--- src/design/homing_defs.vh ---
// constants for the homing method selector
`ifndef HOMING_DEFS_VH
`define HOMING_DEFS_VH
`define METHOD_DATA_SET      4'h2
`define METHOD_STOPPER       4'h3
`define METHOD_SERVO_ON      4'h4
`define METHOD_DOG_REAR      4'h5
`define POS_W                32
`define SPD_W                16
`define TRQ_W                16
`define DWELL_W              16
`define DWELL_UNIT_NS        1000000
`define CLK_PERIOD_NS        10
`define DWELL_UNIT_CYCLES    (`DWELL_UNIT_NS / `CLK_PERIOD_NS)
`define TRQ_RESET            16'h0000
`define POS_RESET            32'h00000000
`define SPD_RESET            16'h0000
`endif

--- src/design/sync_bit.v ---
// two flip-flop synchroniser for one level
`timescale 1ns/1ps
module sync_bit
(
	// clock and reset
	input  wire clk_in,
	input  wire arst_n_in,
	// level
	input  wire d_in,
	output reg  q_out
);
	reg meta;

	always @(posedge clk_in or negedge arst_n_in)
	begin
		if (!arst_n_in)
		begin
			meta  <= 1'b0;
			q_out <= 1'b0;
		end
		else
		begin
			meta  <= d_in;
			q_out <= meta;
		end
	end
endmodule // sync_bit

--- src/design/homing_sequence_selector.v ---
// homing sequence control for the positioning servo amplifier
`timescale 1ns/1ps
`include "homing_defs.vh"
// Functional notes
// - method code 2 takes any reached position as home.
// - on completion current position loads the home position value.
// - method code 3 homes by pressing against a mechanical stopper.
// - stopper homing moves at homing speed until stopper contact.
// - after contact wait dwell time, capture home, assert complete.
// - stopper homing clamps torque to the stopper torque limit.
// - stopper homing uses acceleration constant of point entry one.
// - torque-limit-reached asserts when torque meets the forward, reverse, internal or analog limit, never the stopper limit.
// - method code 4 makes the servo-on position home.
// - method code 5 is dog homing referenced to dog rear end.
// - slow at dog front, after rear travel after-dog plus shift.
// - rear-end homing never uses the encoder marker signal.
// - homing speed until dog detected, creep speed afterwards.
// - apply homing direction to the move command, dog polarity to the dog input.
// - dog edge sampling limits accuracy; error grows with creep speed.
// - rear-end homing uses accel/decel constants of point entry one.
module homing_sequence_selector
(
	// clock and reset
	input  wire                 clk_in,
	input  wire                 arst_n_in,
	// host link bits
	input  wire                 auto_manual_select_in,
	input  wire [4:0]           point_entry_select_low_in,
	input  wire [2:0]           point_entry_select_high_in,
	input  wire                 homing_start_in,
	// machine inputs
	input  wire                 servo_on_in,
	input  wire                 proximity_dog_in,
	input  wire                 stopper_contact_in,
	input  wire                 move_done_in,
	input  wire [`TRQ_W-1:0]    motor_torque_in,
	input  wire [`POS_W-1:0]    travelled_in,
	// parameters
	input  wire [3:0]           homing_method_param_in,
	input  wire                 homing_direction_param_in,
	input  wire                 dog_polarity_param_in,
	input  wire [`SPD_W-1:0]    homing_speed_param_in,
	input  wire [`SPD_W-1:0]    creep_speed_param_in,
	input  wire [`POS_W-1:0]    home_shift_distance_param_in,
	input  wire [`POS_W-1:0]    home_position_value_param_in,
	input  wire [`POS_W-1:0]    after_dog_distance_param_in,
	input  wire [`DWELL_W-1:0]  stopper_dwell_time_param_in,
	input  wire [`TRQ_W-1:0]    stopper_torque_limit_param_in,
	input  wire [`TRQ_W-1:0]    forward_torque_limit_param_in,
	input  wire [`TRQ_W-1:0]    reverse_torque_limit_param_in,
	input  wire [`TRQ_W-1:0]    internal_torque_limit_param_in,
	input  wire [`TRQ_W-1:0]    analog_torque_limit_input_in,
	input  wire [15:0]          point1_accel_time_in,
	input  wire [15:0]          point1_decel_time_in,
	// motion command
	output reg                  move_enable_out,
	output reg                  move_direction_out,
	output reg  [`SPD_W-1:0]    move_speed_out,
	output reg  [`POS_W-1:0]    move_distance_out,
	output reg                  move_distance_valid_out,
	output reg  [15:0]          accel_time_out,
	output reg  [15:0]          decel_time_out,
	output reg  [`TRQ_W-1:0]    torque_clamp_out,
	output reg                  torque_clamp_active_out,
	// status
	output reg  [`POS_W-1:0]    current_position_out,
	output reg                  homing_complete_out,
	output reg                  torque_limit_reached_out,
	output reg                  homing_busy_out,
	output reg                  homing_refused_out
);
	localparam [6:0] ST_IDLE  = 7'h01;
	localparam [6:0] ST_FAST  = 7'h02;
	localparam [6:0] ST_CREEP = 7'h04;
	localparam [6:0] ST_TAIL  = 7'h08;
	localparam [6:0] ST_PRESS = 7'h10;
	localparam [6:0] ST_DWELL = 7'h20;
	localparam [6:0] ST_DONE  = 7'h40;
	localparam [31:0] UNIT_CYC = `DWELL_UNIT_CYCLES;

	wire        s_manual;
	wire        s_start;
	wire        s_servo;
	wire        s_dog_raw;
	wire        s_stop;
	wire        s_done;
	wire [7:0]  s_point;
	wire [7:0]  point_raw;
	wire [5:0]  ctl_raw;
	wire [5:0]  ctl_sync;

	// host and machine levels arrive from outside the control cycle
	assign point_raw = {point_entry_select_high_in, point_entry_select_low_in};
	assign ctl_raw   = {servo_on_in, proximity_dog_in, stopper_contact_in, move_done_in,
		homing_start_in, auto_manual_select_in};

	genvar gi;
	generate
		for (gi = 0; gi < 8; gi = gi + 1)
		begin : g_pt
			sync_bit u_pt
			(
				.clk_in    (clk_in),
				.arst_n_in (arst_n_in),
				.d_in      (point_raw[gi]),
				.q_out     (s_point[gi])
			);
		end
		for (gi = 0; gi < 6; gi = gi + 1)
		begin : g_ctl
			sync_bit u_ctl
			(
				.clk_in    (clk_in),
				.arst_n_in (arst_n_in),
				.d_in      (ctl_raw[gi]),
				.q_out     (ctl_sync[gi])
			);
		end
	endgenerate
	assign s_manual  = ctl_sync[0];
	assign s_start   = ctl_sync[1];
	assign s_done    = ctl_sync[2];
	assign s_stop    = ctl_sync[3];
	assign s_dog_raw = ctl_sync[4];
	assign s_servo   = ctl_sync[5];

	// dog level seen as active regardless of wiring sense
	wire dog_active = s_dog_raw ^ ~dog_polarity_param_in;
	// guard against launching in automatic mode or with a point entry picked
	wire launch_ok = s_manual & ~(|s_point);

	reg [6:0]           state;
	reg [6:0]           next_state;
	reg                 start_d;
	reg                 servo_d;
	reg                 dog_d;
	reg [31:0]          unit_cnt;
	reg [`DWELL_W-1:0]  dwell_cnt;
	reg [3:0]           method;
	reg                 next_move_enable;
	reg [`SPD_W-1:0]    next_move_speed;
	reg                 next_clamp_active;
	reg                 next_busy;
	reg                 next_complete;
	reg [`POS_W-1:0]    next_position;

	wire start_rise = s_start & ~start_d;
	wire servo_rise = s_servo & ~servo_d;
	wire dog_rise   = dog_active & ~dog_d;
	wire dog_fall   = ~dog_active & dog_d;
	wire dwell_end  = (dwell_cnt >= stopper_dwell_time_param_in);

	// torque compare against forward, reverse, internal and analog limits, not the stopper clamp
	wire trq_hit = (motor_torque_in >= forward_torque_limit_param_in)
		| (motor_torque_in >= reverse_torque_limit_param_in)
		| (motor_torque_in >= internal_torque_limit_param_in)
		| (motor_torque_in >= analog_torque_limit_input_in);

	always @*
	begin
		next_state = state;
		case (state)
			ST_IDLE:
			begin
				if (start_rise && launch_ok)
				begin
					case (homing_method_param_in)
						`METHOD_DATA_SET: next_state = ST_DONE;
						`METHOD_STOPPER:  next_state = ST_PRESS;
						`METHOD_DOG_REAR: next_state = ST_FAST;
						default:          next_state = ST_IDLE;
					endcase
				end
				else if (servo_rise && homing_method_param_in == `METHOD_SERVO_ON
					&& launch_ok)
					next_state = ST_DONE;
			end
			ST_FAST:
				if (dog_rise)
					next_state = ST_CREEP;
			ST_CREEP:
				if (dog_fall)
					next_state = ST_TAIL;
			ST_TAIL:
				if (s_done)
					next_state = ST_DONE;
			ST_PRESS:
				if (s_stop)
					next_state = ST_DWELL;
			ST_DWELL:
				if (!s_stop)
					next_state = ST_PRESS;
				else if (dwell_end)
					next_state = ST_DONE;
			ST_DONE:
				next_state = ST_IDLE;
			default:
				next_state = ST_IDLE;
		endcase
		// leaving manual mode aborts any sequence under way
		if (!s_manual && state != ST_DONE)
			next_state = ST_IDLE;
	end

	always @(posedge clk_in or negedge arst_n_in)
	begin
		if (!arst_n_in)
		begin
			state     <= ST_IDLE;
			start_d   <= 1'b0;
			servo_d   <= 1'b0;
			dog_d     <= 1'b0;
			unit_cnt  <= 32'h00000000;
			dwell_cnt <= {`DWELL_W{1'b0}};
			method    <= 4'h0;
		end
		else
		begin
			state   <= next_state;
			start_d <= s_start;
			servo_d <= s_servo;
			// edge sampled once per cycle; position error follows creep speed
			dog_d   <= dog_active;
			if (state == ST_IDLE)
				method <= homing_method_param_in;
			if (state == ST_DWELL)
			begin
				if (unit_cnt >= UNIT_CYC - 32'h00000001)
				begin
					unit_cnt  <= 32'h00000000;
					dwell_cnt <= dwell_cnt + 1'b1;
				end
				else
					unit_cnt <= unit_cnt + 32'h00000001;
			end
			else
			begin
				unit_cnt  <= 32'h00000000;
				dwell_cnt <= {`DWELL_W{1'b0}};
			end
		end
	end

	// command for the state about to be entered, so outputs stay on flops
	always @*
	begin
		next_move_enable  = 1'b0;
		next_move_speed   = `SPD_RESET;
		next_clamp_active = 1'b0;
		next_busy         = 1'b1;
		case (next_state)
			ST_IDLE:
				next_busy = 1'b0;
			ST_FAST:
			begin
				next_move_enable = 1'b1;
				next_move_speed  = homing_speed_param_in;
			end
			ST_CREEP:
			begin
				next_move_enable = 1'b1;
				next_move_speed  = creep_speed_param_in;
			end
			ST_TAIL:
			begin
				next_move_enable = 1'b1;
				next_move_speed  = creep_speed_param_in;
			end
			ST_PRESS:
			begin
				next_move_enable  = 1'b1;
				next_move_speed   = homing_speed_param_in;
				next_clamp_active = 1'b1;
			end
			ST_DWELL:
				next_clamp_active = 1'b1;
			ST_DONE:
				next_busy = 1'b0;
			default:
				next_busy = 1'b0;
		endcase
	end

	// completion load wins over idle integration of travel
	always @*
	begin
		next_complete = homing_complete_out;
		next_position = current_position_out;
		if (next_state == ST_DONE)
		begin
			next_position = home_position_value_param_in;
			next_complete = 1'b1;
		end
		else if (next_state != ST_IDLE)
			next_complete = 1'b0;
		else if (state == ST_IDLE && !s_manual)
			next_complete = homing_complete_out;
		else
			next_position = current_position_out + travelled_in;
	end

	// motion command and status registers
	always @(posedge clk_in or negedge arst_n_in)
	begin
		if (!arst_n_in)
		begin
			move_enable_out          <= 1'b0;
			move_direction_out       <= 1'b0;
			move_speed_out           <= `SPD_RESET;
			move_distance_out        <= `POS_RESET;
			move_distance_valid_out  <= 1'b0;
			accel_time_out           <= 16'h0000;
			decel_time_out           <= 16'h0000;
			torque_clamp_out         <= `TRQ_RESET;
			torque_clamp_active_out  <= 1'b0;
			current_position_out     <= `POS_RESET;
			homing_complete_out      <= 1'b0;
			torque_limit_reached_out <= 1'b0;
			homing_busy_out          <= 1'b0;
			homing_refused_out       <= 1'b0;
		end
		else
		begin
			torque_limit_reached_out <= trq_hit;
			homing_busy_out <= next_busy;
			homing_refused_out <= start_rise && !launch_ok;
			move_direction_out <= homing_direction_param_in;
			move_enable_out <= next_move_enable;
			move_speed_out <= next_move_speed;
			// remaining travel past rear end; marker pulse not consulted
			move_distance_out <= after_dog_distance_param_in
				+ home_shift_distance_param_in;
			move_distance_valid_out <= (next_state == ST_TAIL);
			accel_time_out <= point1_accel_time_in;
			decel_time_out <= (method == `METHOD_DOG_REAR) ? point1_decel_time_in
				: 16'h0000;
			torque_clamp_active_out <= next_clamp_active;
			torque_clamp_out <= stopper_torque_limit_param_in;
			current_position_out <= next_position;
			homing_complete_out  <= next_complete;
		end
	end
endmodule // homing_sequence_selector

--- config.mk ---
export PLATFORM = sky130hd
export DESIGN_NAME = homing_sequence_selector
export DESIGN_NICKNAME = d
export VERILOG_FILES = /design/src/design/sync_bit.v /design/src/design/homing_sequence_selector.v
export VERILOG_INCLUDE_DIRS = /design/src /design/src/design
export SDC_FILE = /design/constraint.sdc
export NUM_CORES = 1
export LEC_CHECK = 0
export BUFFER_PORTS_ARGS = -buffer_cell sky130_fd_sc_hd__buf_2
export CAP_MARGIN = 20
export CORE_ASPECT_RATIO = 1.1
export CORE_MARGIN = 5
export CORE_UTILIZATION = 25
export DETAILED_ROUTE_END_ITERATION = 16
export PLACE_DENSITY = 0.5
export RECOVER_POWER = 50
export SLEW_MARGIN = 40
export SYNTH_ARGS = -nofsm -noshare
export SYNTH_HDL_FRONTEND = slang
export SYNTH_HIERARCHICAL = 1
export SYNTH_SLANG_ARGS = --single-unit
--- constraint.sdc ---
create_clock -name clk_in -period 4.7 [get_ports clk_in]
set_clock_uncertainty 0.1 [all_clocks]
set_input_delay 0.47 -clock clk_in [delete_from_list [all_inputs] [get_ports clk_in]]
set_output_delay 0.47 -clock clk_in [all_outputs]
set_load 0.02 [all_outputs]
# Word level (Yosys, flattened, before mapping)
# Cells that the tools add are included.
# totals
n_memories,0
output_inout_bits,136
latchBits,0
register_bits,226
word_cells,137
ram_bits,0
mem_bits_ro,0
# classes
muxes,25
mul,0
div,0
shifts,0
n_addsub,4
bitwise,15
n_eq_ne,22
order_cmp,6
reduce_logical,16
# ops
operator,count
$mux W32,5
$ge A16 B16 Y1,5
$add A32 B32 Y32,2
$mux W7,9
$mux W16,3
$pmux W7 S6,1
$add A32 B1 Y32 const B,1
$ge A32 B17 Y1 const B,1
$pmux W16 S2,1
$pmux W7 S3,1
$add A16 B1 Y16 const B,1
$eq A7 B2 Y1 const B,2
$eq A7 B3 Y1 const B,2
$eq A7 B4 Y1 const B,2
$eq A7 B5 Y1 const B,2
$eq A7 B6 Y1 const B,2
$eq A4 B3 Y1 const B,3
$eq A4 B2 Y1 const B,2
$reduce_or A8 Y1,1
$eq A7 B1 Y1 const B,1
$eq A7 B7 Y1 const B,1
$ne A7 B1 Y1 const B,1
$ne A7 B7 Y1 const B,1
$logic_and A1 B1 Y1,6
other kinds (13),32

# Depth between registers and ports, before layout
# logic_depth
word_depth,11
depth_mapped,14

# Modules after synthesis
# Netlist, hierarchy kept.
# modules_own_cells
mod,n_inst,area_each_um2,cells_each
homing_sequence_selector,1,11942.7,1244
sync_bit,14,50.0,2

# Worst setup path after synthesis
# Ideal clock, no wire load.
# synth_path
path_type,input -> register
start,input home_shift_distance_param_in[1]
end,register move_distance_out[31]
n_path_buf,0
cell_stages,12
required_time_ns,4.475
slack_ns,1.331
arrival_time_ns,3.143
path_cell_list,ha_1 a211o_1 a2111oi_4 o31ai_2 or4_4 a31o_1 a21oi_2 nor2_2 nor4b_2 o311a_2 a21oi_2 xnor2_1
# synth_between
elab_chain_len,1
# synth_rtl
item,line,source
from (decl),homing_sequence_selector.v:44,"input wire [`POS_W-1:0] home_shift_distance_param_in,"
$add A32 B32 Y32,homing_sequence_selector.v:332,+ home_shift_distance_param_in;
to (signal assigned),homing_sequence_selector.v:310,move_distance_out <= `POS_RESET;
to (signal assigned),homing_sequence_selector.v:331,move_distance_out <= after_dog_distance_param_in
to (decl),homing_sequence_selector.v:59,"output reg [`POS_W-1:0] move_distance_out,"
# No other way between the ends.
# A chain may end at the register's enable or synchronous reset.

# Final worst setup path
# layout_path
start,input after_dog_distance_param_in[0]
end,register move_distance_out[30]
# layout_between
elab_chain_len,1
# layout_rtl
item,line,source
from (decl),homing_sequence_selector.v:46,"input wire [`POS_W-1:0] after_dog_distance_param_in,"
$add A32 B32 Y32,homing_sequence_selector.v:332,
# No other way between the ends.

==> impl_metrics.tcl <==
set metrics [dict create \
    drtAntennaViolNets 0 \
    core.rowCount 86 \
    pin_count 462 \
    vias 11400 \
    grt_pass1_vias 12200 \
    overflow 0 \
    drive_gt1_share_pct 26.0 \
    drcViolationCount 0 \
    power_frac_seq_pct 31.8 \
    coreArea_um2 50100 \
    dieArea_um2 55200 \
    final_common_cell "buf_2" \
    numPortBuffers 461 \
    synth.distinct_cells 70 \
    hold_viol 0 \
    start_util_pct 25.2 \
    instances_no_fill 2569 \
    p_sw_uw 2550 \
    critical_path_required_ps 5090 \
    layout.nets 2356 \
    pwr-share-comb_pct 34.5 \
    synth_edf_count 0 \
    hold_class "in2reg" \
    clock_latency_ps 590 \
    status "complete, but fails checks" \
    drtPass1Iterations 5 \
    drv_cap 2 \
    clkTransAtPathRegs_ps 60 \
    clockRootBuffer "clkbuf_16" \
    yosys_warnings 6 \
    p_clk_share_pct 33.7 \
    dp_hpwl_mm 30.6 \
    crit_fanout 3 \
    die_h_um 246 \
    fin_hold_ws_ps 43.9 \
    ys_seq_elements 226 \
    grt_usage_pct 13.7 \
    violations "max-capacitance violations, max-slew violations" \
    syn_to_final_growth_pct 43.0 \
    vdd.ir_drop.worst_v 0.000374 \
    relSlewSlack_pct -107 \
    vias_per_cell 4.45 \
    final_cell_mix "buf_2 (410), dfrtp_1 (225), ha_1 (144)" \
    end_kind "flip-flop" \
    first_iter_violations 365 \
    worst_ep_arrival_time_ps 4160 \
    yosysSeqAreaShare_pct 44.7 \
    syn_avg_cell_area_um2 9.94 \
    htreeDepth 1 \
    async_flop_share_pct 100 \
    slew_viol_final 73 \
    critPathLaunchType "input port" \
    power_leakage_uw 0.00917 \
    ys.flop_type "dfrtp_1" \
    wl_mm 39.3 \
    dp.cells 2392 \
    rsz0062_at_grt "false" \
    worst_slew_pin_slew_ps 3100 \
    cts_made_buffers 29 \
    cts_tree "done" \
    die_w_um 224 \
    grt_pass1_wl_mm 62.7 \
    period_needed_ps 3770 \
    finalSetupViolations 0 \
    setup.worst_path.class "in2reg" \
    wl_per_cell_um 15.3 \
    post-route-period-util_pct 80.3 \
    antenna_found_initial 4 \
    powerDensity_nw_per_um2 408 \
    fmax_mhz 265 \
    cts_sinks 226 \
    tns_ps 0 \
    grt_max_degree 67 \
    synthCells 1272 \
    p_int_uw 4830 \
    synth.cell_area_um2 12600 \
    switching_share_pct 34.6 \
    gp_congestion 0.853 \
    cts_buffer_depth 3 \
]
==> through the flow <==
step                      setup slack (ps)  total power, uW  instance area (um2)  util, %
after floorplan                       1330             4060                12700        -
after global placement                 967             4850                15800     31.6
after detailed placement               908             4880                15900     31.7
after CTS                              993             7520                18200     36.2
after global routing                   411             7890                18100     36.0
final                                  928             7380                18100     36.0
==> repair_timing <==
action | CTS | global route
gates resized for setup | 0 | 0
hold buffers | 121 | 0
setup buffers | 0 | 0
hold endpoints to repair | 168 | 0
==> cells in the mapped netlist (3+ instances only) <==
library cell  instances  area share [%]
and3_1               10            0.49
inv_1               110             3.3
a22o_1               17             1.2
xnor2_1              49             3.4
a31oi_1               7            0.35
a211oi_1              7            0.42
nor2b_1              11            0.54
dfrtp_1             225              45
a21o_1               46             2.7
o21a_1               12            0.71
nand2b_1             21             1.0
nand3_1              28             1.1
nand4_1              20            0.99
nor2_1              132             3.9
and2_1               23             1.1
or2_2                 7            0.35
or4_1                 4            0.24
xor2_1               36             2.5
o21ai_0              50             2.0
nor4_1                9            0.45
o22ai_1               3            0.15
nor3b_1               4            0.24
o2111ai_1             3            0.21
clkbuf_1             22            0.65
nand2_1              51             1.5
mux2_2                5            0.45
or3_1                 5            0.25
o21bai_1              7            0.42
nor3_1               14            0.55
and4_1                6            0.42
a21oi_1             124             4.9
mux2i_1               8            0.63
ha_1                144              14
a31o_2                3            0.21
==> layout make-up <==
cell class                 instances  area [um2]
timing repair buffer             590        3550
fill                            5183       32100
inverter                         110         413
clock buffer                      34         774
tap                              660         826
multi-input combinational        927        6560
clock inverter                    19         293
antenna                            3        7.51
sequential                       226        5660
==> power groups by stage <==
stage | clock network (uW) | logic (uW) | registers (uW)
final | 2490 | 2540 | 2350
after global routing | 2660 | 2850 | 2380
after CTS | 2590 | 2580 | 2360
after detailed placement | 0 | 2490 | 2390
after global placement | 0 | 2470 | 2380
after floorplan | 0 | 1440 | 2620
==> logic make-up after synthesis <==
logic type | after synthesis | share of synthesized area, %
muxes | 13 | 1.08
and+or+nand+nor | 355 | 14.0
xor gates and xnor gates | 85 | 5.89
DFF | 226 | 44.7
other | 1 | 0.0297
adders and majority gates | 146 | 14.6
AOI/OAI and AO/OA | 313 | 15.8
buffers and inverters | 133 | 3.96
==> flip-flops by register name, summed over array words and instances, names as in the netlist, 16 cells and up <==
register	count
current_position_out	32
move_speed_out	16
unit_cnt	32
accel_time_out	16
torque_clamp_out	16
decel_time_out	16
move_distance_out	32
dwell_cnt	16
==> critical path, stage by stage <==
cell	delay, ps
dlygate4sd3_1	560
buf_2	130
ha_1	200
inv_1	80
fa_1	210
nor2b_1	60
o21a_1	190
o21ai_0	350
a311o_1	310
a311o_1	210
a21boi_1	80
or4_1	430
a31o_2	230
or4_1	390
o311ai_1	100
xnor2_1	160
==> worst paths after layout <==
check	from	to	slack [ps]	cells after the start
setup reg to reg	current_position_out[0]$_DFFE_PN0P_	current_position_out[30]$_DFFE_PN0P_	1150	14
max in group asynchronous	arst_n_in	current_position_out[11]$_DFFE_PN0P_	1100	3
min in group asynchronous	arst_n_in	dwell_cnt[9]$_DFFE_PN0P_	1560	2
setup / recovery	after_dog_distance_param_in[0]	move_distance_out[30]$_DFF_PN0_	930	16
hold reg to reg	g_ctl[0].u_ctl/meta$_DFF_PN0_	g_ctl[0].u_ctl/q_out$_DFF_PN0_	240	0
hold / removal	homing_speed_param_in[13]	move_speed_out[13]$_DFF_PN0_	40	2
==> routing by layer <==
layer	global-route usage, %	share of wire [%]	up-vias
met2	23.8	49	325
met5	0	0.056	-
met3	4.02	8.1	58
met1	16.5	41	5347
met4	3.67	2.4	4
li1	-	-	5687
Power figures use the tool's default switching activity.
